--- src/verilog/ebt_pkg.sv ---
`default_nettype none
package ebt_pkg;
  // ---------------------------------------------------------------
  // register map, index 0 = timer a1, 1 = timer a2, 2 = timer b
  // ---------------------------------------------------------------
  localparam int N_TMR = 3;
  localparam int AW = 12;
  localparam logic [2:0][11:0] CON_ADDR = {12'hf1b, 12'hf1e, 12'hf76};
  localparam logic [2:0][11:0] CNT_ADDR = {12'hf1c, 12'hf1f, 12'hf77};
  localparam logic [2:0][11:0] PER_ADDR = {12'hf1d, 12'hf20, 12'hf78};
  localparam logic [11:0] FLAG_ADDR = 12'hf80;
  localparam logic [11:0] IEN_ADDR = 12'hf81;
  // ---------------------------------------------------------------
  // control fields and reset values
  // ---------------------------------------------------------------
  localparam int CKPS_LSB = 0;
  localparam int ON_BIT = 2;
  localparam int OUTPS_LSB = 3;
  localparam logic [7:0] CON_MASK = 8'h7f;
  localparam logic [7:0] CON_RST = 8'h00;
  localparam logic [7:0] CNT_RST = 8'h00;
  localparam logic [7:0] PER_RST = 8'hff;
  localparam logic [2:0] FLAG_RST = 3'h0;
  localparam logic [2:0] IEN_RST = 3'h0;
  // ---------------------------------------------------------------
  // prescaler terminal counts
  // ---------------------------------------------------------------
  localparam logic [3:0] PRE_LAST_DIV1 = 4'h0;
  localparam logic [3:0] PRE_LAST_DIV4 = 4'h3;
  localparam logic [3:0] PRE_LAST_DIV16 = 4'hf;

  function automatic logic [3:0] pre_last(input logic [1:0] sel);
    if (sel == 2'h0) begin
      return PRE_LAST_DIV1;
    end else if (sel == 2'h1) begin
      return PRE_LAST_DIV4;
    end else begin
      return PRE_LAST_DIV16;
    end
  endfunction
endpackage
`default_nettype wire

--- src/verilog/ebt_chan_if.sv ---
`default_nettype none
interface ebt_chan_if;
  logic on;
  logic [1:0] ckps;
  logic [3:0] outps;
  logic [7:0] period;
  logic cnt_we;
  logic con_we;
  logic [7:0] wdata;
  logic [7:0] count;
  logic match;
  logic done;
  modport ctl (output on, ckps, outps, period, cnt_we, con_we, wdata, input count, match, done);
  modport tmr (input on, ckps, outps, period, cnt_we, con_we, wdata, output count, match, done);
endinterface
`default_nettype wire

--- src/verilog/ebt_chan.sv ---
`default_nettype none
module ebt_chan (
  input wire logic i_clk,
  input wire logic i_rst_n,
  ebt_chan_if.tmr bus
);
  logic [3:0] pre_ff;
  logic [3:0] post_ff;
  logic [7:0] cnt_ff;
  logic match_ff;
  logic done_ff;
  logic [3:0] nxt_pre;
  logic [3:0] nxt_post;
  logic [7:0] nxt_cnt;
  logic nxt_match;
  logic nxt_done;
  logic tick;

  // ---------------------------------------------------------------
  // prescaler, count, postscaler
  // ---------------------------------------------------------------
  always_comb begin
    // a count or control write cancels this cycle's tick
    tick = bus.on && !bus.cnt_we && !bus.con_we &&
           (pre_ff == ebt_pkg::pre_last(bus.ckps));
    nxt_pre = pre_ff;
    nxt_post = post_ff;
    nxt_cnt = cnt_ff;
    nxt_match = 1'b0;
    nxt_done = 1'b0;
    if (bus.on) begin
      nxt_pre = tick ? 4'h0 : pre_ff + 4'h1;
    end
    if (tick) begin
      if (cnt_ff == bus.period) begin
        nxt_cnt = 8'h00;
        nxt_match = 1'b1;
        if (post_ff == bus.outps) begin
          nxt_done = 1'b1;
          nxt_post = 4'h0;
        end else begin
          nxt_post = post_ff + 4'h1;
        end
      end else begin
        nxt_cnt = cnt_ff + 8'h01;
      end
    end
    if (bus.cnt_we || bus.con_we) begin
      nxt_pre = 4'h0;
      nxt_post = 4'h0;
    end
    if (bus.cnt_we) begin
      nxt_cnt = bus.wdata;
    end
  end

  always_ff @(posedge i_clk or negedge i_rst_n) begin
    if (!i_rst_n) begin
      pre_ff <= 4'h0;
      post_ff <= 4'h0;
      cnt_ff <= ebt_pkg::CNT_RST;
      match_ff <= 1'b0;
      done_ff <= 1'b0;
    end else begin
      pre_ff <= nxt_pre;
      post_ff <= nxt_post;
      cnt_ff <= nxt_cnt;
      match_ff <= nxt_match;
      done_ff <= nxt_done;
    end
  end

  assign bus.count = cnt_ff;
  assign bus.match = match_ff;
  assign bus.done = done_ff;
endmodule
`default_nettype wire

--- src/verilog/ebt_timer_top.sv ---
// Overview of operation
// - each timer has readable, writable 8-bit count and period registers
// - timer counts only while control bit 2 is set
// - prescale select 00 divides by 1, 01 by 4, 1x by 16
// - postscale select 0000..1111 gives ratios 1:1 to 1:16
// - finished postscale sets match flag, held until software clears it
// - interrupt request only while the flag's enable bit is set
// - count rises from 00h to period, then returns to 00h
// - reset loads period registers with FFh
// - reset clears count registers
// - count write, control write or reset clears prescaler and postscaler
// - control write leaves the count unchanged
// - pre-postscaler match pulse only serves as pwm time base
// - control bit 7 reads zero, ignores writes; others reset to zero
// - each wrap to 00h gives one rising pulse on a match signal, except period 00h at divide by 1
`default_nettype none
module ebt_timer_top (
  input wire logic i_clk,
  input wire logic i_rst_n,
  input wire logic [11:0] i_addr,
  input wire logic [7:0] i_wdata,
  input wire logic i_wr,
  input wire logic i_rd,
  output logic [7:0] o_rdata,
  output logic [2:0] o_irq,
  output logic [2:0] o_match_pulse
);
  // ---------------------------------------------------------------
  // state
  // ---------------------------------------------------------------
  logic [2:0][7:0] con_ff;
  logic [2:0][7:0] per_ff;
  logic [2:0] flag_ff;
  logic [2:0] ien_ff;
  logic [7:0] rdata_ff;
  logic [2:0][7:0] nxt_con;
  logic [2:0][7:0] nxt_per;
  logic [2:0] nxt_flag;
  logic [2:0] nxt_ien;
  logic [7:0] nxt_rdata;
  logic [2:0][7:0] cnt_w;
  logic [2:0] match_w;
  logic [2:0] done_w;
  logic [2:0] cnt_we;
  logic [2:0] con_we;

  // ---------------------------------------------------------------
  // timer channels
  // ---------------------------------------------------------------
  for (genvar g = 0; g < ebt_pkg::N_TMR; g++) begin : g_tmr
    ebt_chan_if ch_if ();
    assign cnt_we[g] = i_wr && (i_addr == ebt_pkg::CNT_ADDR[g]);
    assign con_we[g] = i_wr && (i_addr == ebt_pkg::CON_ADDR[g]);
    assign ch_if.on = con_ff[g][ebt_pkg::ON_BIT];
    assign ch_if.ckps = con_ff[g][ebt_pkg::CKPS_LSB +: 2];
    assign ch_if.outps = con_ff[g][ebt_pkg::OUTPS_LSB +: 4];
    assign ch_if.period = per_ff[g];
    assign ch_if.cnt_we = cnt_we[g];
    assign ch_if.con_we = con_we[g];
    assign ch_if.wdata = i_wdata;
    assign cnt_w[g] = ch_if.count;
    assign match_w[g] = ch_if.match;
    assign done_w[g] = ch_if.done;
    ebt_chan u_chan (
      .i_clk(i_clk),
      .i_rst_n(i_rst_n),
      .bus(ch_if.tmr)
    );
  end

  // ---------------------------------------------------------------
  // register writes and read mux
  // ---------------------------------------------------------------
  always_comb begin
    nxt_con = con_ff;
    nxt_per = per_ff;
    nxt_ien = ien_ff;
    nxt_flag = flag_ff;
    nxt_rdata = 8'h00;
    for (int i = 0; i < ebt_pkg::N_TMR; i++) begin
      if (con_we[i]) begin
        nxt_con[i] = i_wdata & ebt_pkg::CON_MASK;
      end
      if (i_wr && (i_addr == ebt_pkg::PER_ADDR[i])) begin
        nxt_per[i] = i_wdata;
      end
    end
    if (i_wr && (i_addr == ebt_pkg::FLAG_ADDR)) begin
      nxt_flag = i_wdata[2:0];
    end
    if (i_wr && (i_addr == ebt_pkg::IEN_ADDR)) begin
      nxt_ien = i_wdata[2:0];
    end
    // a set in the clearing cycle wins, so no event is lost
    nxt_flag = nxt_flag | done_w;
    if (i_rd) begin
      for (int i = 0; i < ebt_pkg::N_TMR; i++) begin
        if (i_addr == ebt_pkg::CON_ADDR[i]) begin
          nxt_rdata = con_ff[i];
        end else if (i_addr == ebt_pkg::CNT_ADDR[i]) begin
          nxt_rdata = cnt_w[i];
        end else if (i_addr == ebt_pkg::PER_ADDR[i]) begin
          nxt_rdata = per_ff[i];
        end
      end
      if (i_addr == ebt_pkg::FLAG_ADDR) begin
        nxt_rdata = {5'h00, flag_ff};
      end else if (i_addr == ebt_pkg::IEN_ADDR) begin
        nxt_rdata = {5'h00, ien_ff};
      end
    end
  end

  always_ff @(posedge i_clk or negedge i_rst_n) begin
    if (!i_rst_n) begin
      con_ff <= {3{ebt_pkg::CON_RST}};
      per_ff <= {3{ebt_pkg::PER_RST}};
      flag_ff <= ebt_pkg::FLAG_RST;
      ien_ff <= ebt_pkg::IEN_RST;
      rdata_ff <= 8'h00;
    end else begin
      con_ff <= nxt_con;
      per_ff <= nxt_per;
      flag_ff <= nxt_flag;
      ien_ff <= nxt_ien;
      rdata_ff <= nxt_rdata;
    end
  end

  // ---------------------------------------------------------------
  // outputs
  // ---------------------------------------------------------------
  assign o_rdata = rdata_ff;
  // gated late so software can still poll a masked flag
  assign o_irq = flag_ff & ien_ff;
  // wrap pulse serves only as pwm time base; no baud clock tap exists
  assign o_match_pulse = match_w;

  logic wr_con0;
  logic wr_cnt0;
  logic wr_per0;
  logic wr_flag;
  assign wr_con0 = i_wr && (i_addr == ebt_pkg::CON_ADDR[0]);
  assign wr_cnt0 = i_wr && (i_addr == ebt_pkg::CNT_ADDR[0]);
  assign wr_per0 = i_wr && (i_addr == ebt_pkg::PER_ADDR[0]);
  assign wr_flag = i_wr && (i_addr == ebt_pkg::FLAG_ADDR);
endmodule
`default_nettype wire
--- config.mk ---
export PLATFORM = sky130hd
export DESIGN_NAME = ebt_timer_top
export DESIGN_NICKNAME = d
export VERILOG_FILES = /design/src/verilog/ebt_pkg.sv /design/src/verilog/ebt_chan_if.sv /design/src/verilog/ebt_chan.sv /design/src/verilog/ebt_timer_top.sv
export SDC_FILE = /design/constraint.sdc
export NUM_CORES = 1
export LEC_CHECK = 0
export BUFFER_PORTS_ARGS = -buffer_cell sky130_fd_sc_hd__clkbuf_2
export CORE_ASPECT_RATIO = 1.4
export CORE_MARGIN = 4
export CORE_UTILIZATION = 46
export CTS_BUF_LIST = sky130_fd_sc_hd__clkbuf_8 sky130_fd_sc_hd__clkbuf_16
export DETAILED_ROUTE_END_ITERATION = 10
export GPL_TIMING_DRIVEN = 0
export PLACE_DENSITY = 0.67
export SLEW_MARGIN = 15
export SYNTH_ARGS = -nofsm -noshare
export SYNTH_HDL_FRONTEND = slang
export SYNTH_SLANG_ARGS = --single-unit
--- constraint.sdc ---
create_clock -name i_clk -period 2.7 [get_ports i_clk]
set_clock_uncertainty 0.1 [all_clocks]
set_input_delay 0.135 -clock i_clk [delete_from_list [all_inputs] [get_ports i_clk]]
set_output_delay 0.135 -clock i_clk [all_outputs]
set_load 0.02 [all_outputs]
# After elaboration in Yosys (flattened, before gate mapping)
# Cells that the tools add are included.
word_totals:
  ff_bits: 113
  input_bits: 24
  out_inout_bits: 14
  elab_cells: 169
op_classes:
  n_addsub: 9
  n_eq_ne: 23
  mux: 64
  bitwise: 2
  n_reduce_logical: 47
op_table:
  columns: ["operator", "n"]
  rows:
  - ["8-bit 2-to-1 mux", 21]
  - ["12-bit == test (second input constant)", 11]
  - ["4-bit 2-to-1 mux", 27]
  - ["4-bit by 1-bit adder with 4-bit output (second input constant)", 6]
  - ["8-bit by 1-bit adder with 8-bit output (second input constant)", 3]
  - ["4-bit == test", 6]
  - ["8-bit == test", 3]
  - ["2-bit nonzero test", 12]
  - ["1-bit logical AND", 20]
  - ["1-bit 2-to-1 mux", 15]
  - ["2-bit by 1-bit == test with 1-bit output (second input constant)", 3]
  - ["1-bit zero test", 6]
  - ["2-bit zero test", 3]
  - ["2-bit AND reduction", 3]
  - ["3-bit AND", 1]
  - ["1-bit logical OR", 3]
  - ["3-bit 2-to-1 mux", 1]
  - ["3-bit OR", 1]

# Depth between registers and ports, before layout
logic_depth:
  ltp_word: 13
  depth_mapped: 9
  ltp_nobuf: 6

# Modules after synthesis
# From an unflattened synthesis, not the netlist that was laid out.
hier_totals:
  cells_unflattened: 672
  hier_area_um2: 6736.5
modules_own_cells:
  columns: ["module", "n_inst", "cells_each", "area_per_inst_um2", "seq_area_each_um2"]
  rows:
  - ["ebt_chan", 3, 129, 1189.9, 450.4]
  - ["ebt_timer_top", 1, 285, 3166.8, 1506.4]

# Worst setup path before layout
# Ideal clock, no wire load.
synth_timing:
  path_type: "reg2reg"
  startpoint: "register g_tmr[1].u_chan.pre_ff[0]"
  endpoint: "register g_tmr[1].u_chan.cnt_ff[7]"
  setup_time_ns: 0.076
  arrival_time_ns: 1.854
  required_time_ns: 2.524
  slack_ns: 0.669
  stages_incl_launch_ff: 8
  n_path_buf: 1
  synth_period_minus_slack_ns: 2.031
  cell_sequence: "dfrtp_1 or3_4 a2111oi_4 o211a_1 buf_6 nand4_2 xor2_1 o21ai_1"
synth_via:
  elab_chain_len: 3
synth_rtl:
  columns: ["element", "line_no", "source"]
  rows:
  - ["start, declared", "ebt_chan.sv:7", "logic [3:0] pre_ff;"]
  - ["start signal, assigned", "ebt_chan.sv:65", "pre_ff <= nxt_pre;"]
  - ["4-bit == test", "ebt_chan.sv:25", "(pre_ff == ebt_pkg::pre_last(bus.ckps));"]
  - ["1-bit logical AND", "ebt_chan.sv:24", "tick = bus.on && !bus.cnt_we && !bus.con_we &&"]
  - ["2-bit nonzero test (no source line)", null, null]
  - ["end signal, assigned", "ebt_chan.sv:61", "cnt_ff <= ebt_pkg::CNT_RST;"]
  - ["end signal, assigned", "ebt_chan.sv:67", "cnt_ff <= nxt_cnt;"]
  - ["end, declared", "ebt_chan.sv:9", "logic [7:0] cnt_ff;"]
# Every way passes these cells.
# A chain may end at the register's enable or synchronous reset.

# Worst setup path in the final report
layout_timing:
  startpoint: "register g_tmr[2].u_chan.cnt_ff[0]"
  endpoint: "register g_tmr[2].u_chan.done_ff"
layout_via:
  elab_chain_len: 3
layout_rtl:
  columns: ["element", "line_no", "source"]
  rows:
  - ["start, declared", "ebt_chan.sv:9", null]
  - ["start signal, assigned", "ebt_chan.sv:61", null]
  - ["start signal, assigned", "ebt_chan.sv:67", null]
  - ["8-bit == test", "ebt_chan.sv:35", "if (cnt_ff == bus.period) begin"]
  - ["1-bit 2-to-1 mux", "ebt_chan.sv:35", null]
  - ["1-bit 2-to-1 mux", "ebt_chan.sv:34", "if (tick) begin"]
  - ["via g_tmr[2].u_chan.nxt_done", "ebt_chan.sv:16", "logic nxt_done;"]
  - ["end signal, assigned", "ebt_chan.sv:69", "done_ff <= nxt_done;"]
  - ["end, declared", "ebt_chan.sv:11", "logic done_ff;"]
# The timed path passes the listed nets, and every way through them passes these cells.

==> results by group <==
Critical path
  – R2r startpoint: g_tmr[2].u_chan.bus.count[0]
  – Crit path cell chain: xor2_1 > nor4_1 > o2111ai_1 > or2_2 > buf_2 > nor2_1
  – CP startpoint kind: flip-flop
  – Reg-to-Reg End: g_tmr[2].u_chan.bus.done
  – Slowest stage cell, crit path: dfrtp_1
  – Setup CP Type: reg2reg
  – Reg2reg path depth: 6
  – Worst Path Buf+Inv: 1
  – CP required: 2.88 ns
  – Top delay family on crit path: simple AND/OR/NAND/NOR gates
  – Crit. End Element: flip-flop
  – R2R setup slack: 0.16 ns
  – Worst-path maximum fanout: 7
  – WP data arrival: 2.72 ns
  – Slowest Stage Delay on Critical Path: 0.46 ns
  – Crit path from: g_tmr[2].u_chan.bus.count[0]

Placed design
  – Post-DP HPWL: 14000 um
  – Placed insts: 891
  – Routability Congestion: 0.911
  – PortBufs: 34

STA
  – Relative slew slack: 0.388
  – Hold_ws: 0.0745 ns
  – Worst slew pin tran: 0.910 ns
  – RSZ-0062 raised after global routing: false
  – Fmax: 394 MHz
  – Final setup viols: 0
  – Slew Limit Fails: 0
  – Final period utilization: 0.939
  – Fin. Hold Viols: 0
  – Final Critical Period: 2.54 ns

Hold path
  – Hold/Removal Path Class: in2reg
  – Worst hold path depth: 3
  – Hold endpoint: g_tmr[1].u_chan.bus.count[4]
  – Critical hold path startpoint: i_wdata[4]

CTS
  – Root Buffer: clkbuf_16
  – CTS Buffer Depth: 2
  – Max H-tree Level: 4
  – CTS-repair resized insts: 0
  – Hold-fix buffers, CTS: 6
  – Setup repair bufs after CTS: 0
  – Clk sink count: 113
  – Num CTS Buffers: 17
  – Worst skew pair latency: 0.41 ns
  – CTS tree: yes
  – CTS clk-pin slew, worst paths: 0.06 ns

Global route
  – Vias in the first global route: 5918
  – Largest net degree at the start of global routing: 60
  – Gr usage total: 0.247
  – Initial antenna violation count: 0
  – First-pass GRT wire length: 31200 um
  – GRT Residual Overflow: 0

Yosys
  – Mapped Nets: 704
  – Fraction of registers with async set/reset: 1.00
  – Synth Register Bits: 113
  – Synth warn: 0
  – Syn Area/Cell: 9.96 um2
  – EDFF count, synth: 0
  – Post-Syn Area: 6680 um2
  – Sequential area share after synthesis: 0.428
  – Syn Inst Count: 671
  – Cell variety after synth: 76
  – Most used DFF post-synth: dfrtp_1

Detailed routing
  – Detailed-route DRC error count: 0
  – Vias per cell: 6.12
  – Routed wire length: 19100 um
  – Via Count: 5688
  – Initial DRT Pass Iterations: 7
  – Antenna-violating nets left: 0
  – Drt initial violations: 519
  – Wire per inst: 20.6 um

Die
  – Ports: 38
  – CORE AREA: 14100 um2
  – Cell row count: 51
  – Area of the die: 16500 um2
  – Initial core utilization: 0.474
  – Die Wd: 110 um
  – Die height: 151 um

Layout
  – Commonest non-fill, non-tap cell in the layout: dfrtp_1
  – Final #Nets: 764
  – Final Instance Count excl. Fillers: 929
  – Ant diodes: 0
  – Commonest non-fill, non-tap cells in the layout: 89 x dfrtp_1, 63 x nand2_1, 49 x mux2_2
  – Layout cells sized above 1: 0.249
  – Area growth syn-to-layout: 15.8%

Power
  – Pwr Density: 533 nW/um2
  – VDD IR max: 382 uV
  – Total leakage power: 3.45 nW

Outcome
  – Outcome: finished clean

Flow run
  – Max-cap violations: 0
## sequential cells by signal (all words and copies together), names as in the netlist
register,count
g_tmr.ch_if.period,24
ien_ff,3
g_tmr.u_chan.pre_ff,12
con_ff,21
flag_ff,3
g_tmr.u_chan.bus.match,3
o_rdata,8
g_tmr.u_chan.bus.done,3
g_tmr.u_chan.post_ff,12
g_tmr.u_chan.bus.count,24
## cells in the mapped netlist (5+ instances only)
| cell type | instances | area share |
|---|---|---|
| buf_2 | 12 | 0.0090 |
| a211oi_1 | 7 | 0.0079 |
| or2_2 | 6 | 0.0056 |
| nor2_1 | 45 | 0.025 |
| buf_4 | 5 | 0.0056 |
| ha_1 | 9 | 0.017 |
| xor2_1 | 24 | 0.031 |
| nand4_1 | 14 | 0.013 |
| or4_1 | 6 | 0.0067 |
| nand4b_1 | 8 | 0.010 |
| dfstp_2 | 24 | 0.094 |
| dfrtp_1 | 89 | 0.33 |
| mux2_2 | 49 | 0.083 |
| a221oi_1 | 5 | 0.0066 |
| and3_1 | 23 | 0.022 |
| o21ai_0 | 37 | 0.028 |
| a22oi_1 | 5 | 0.0056 |
| a21oi_1 | 29 | 0.022 |
| inv_1 | 11 | 0.0062 |
| nand2b_1 | 9 | 0.0084 |
| xnor2_1 | 21 | 0.028 |
| and2_1 | 10 | 0.0094 |
| nor3_1 | 17 | 0.013 |
| nand3_1 | 26 | 0.019 |
| mux2i_1 | 7 | 0.010 |
| clkbuf_1 | 18 | 0.010 |
| o211ai_1 | 7 | 0.0079 |
| nand2_1 | 63 | 0.035 |
## routing by layer
layer,part of all wire,GRT usage
met1,0.38,0.293
met2,0.50,0.411
met3,0.060,0.0511
met4,0.058,0.140
met5,0,0
## final cells by class
type	instances	area (um2)
fill	1253	6360
multi-input combinational	508	3590
sequential	113	2860
clock buffer	21	480
timing repair buffer	41	267
tap	185	231
buffer	39	196
clock inverter	11	75.1
inverter	11	41.3
## stage by stage
stage	TNS, ns	area, um2	setup slack [ns]	util	total power (W)
floorplan	0	6680	0.669	-	0.00191
CTS	0	7740	0.135	0.549	0.00414
finish	0	7740	0.165	0.549	0.00412
detailed placement	0	7120	0.154	0.505	0.00204
global route	0	7740	0.0301	0.549	0.00426
global placement	-12.96	7090	-0.156	0.502	0.00202
## worst max-delay path by stage
stage / endpoint / slack (ns) / cells past startpoint
2_1_floorplan: g_tmr[1].u_chan.bus.count[7] / 0.67 / 7
3_3_place_gp: g_tmr[0].u_chan.bus.match / -0.16 / 1
3_5_place_dp: g_tmr[2].u_chan.bus.done / 0.15 / 6
4_1_cts: g_tmr[2].u_chan.bus.done / 0.14 / 6
5_1_grt: g_tmr[2].u_chan.bus.done / 0.03 / 6
6_report: g_tmr[2].u_chan.bus.done / 0.16 / 6
## logic make-up after synthesis
kind of cell,after synthesis,share of synthesized area
xor+xnor,45,0.0590
buf+inv,50,0.0356
compound gates,137,0.143
fa+ha+maj,9,0.0168
mux,58,0.0998
flops,113,0.428
simple gates,259,0.218
## where the power goes
group,leakage (nW),switching [W],internal (W),total [W]
logic,1.77,0.000169,0.0000850,0.000254
registers,1.39,0.0000370,0.00173,0.00176
clock network,0.297,0.000771,0.00134,0.00211
## worst reg2reg max path: cells and delay by family, from the launching register on
family                    cells  cell delay [ns]
and+or+nand+nor               3             1.13
xor gates and xnor gates      1             0.20
buffers and inverters         1             0.16
AOI/OAI and AO/OA             1             0.35
DFF                           1             0.46
No activity file was read; power rests on OpenSTA's default activity.
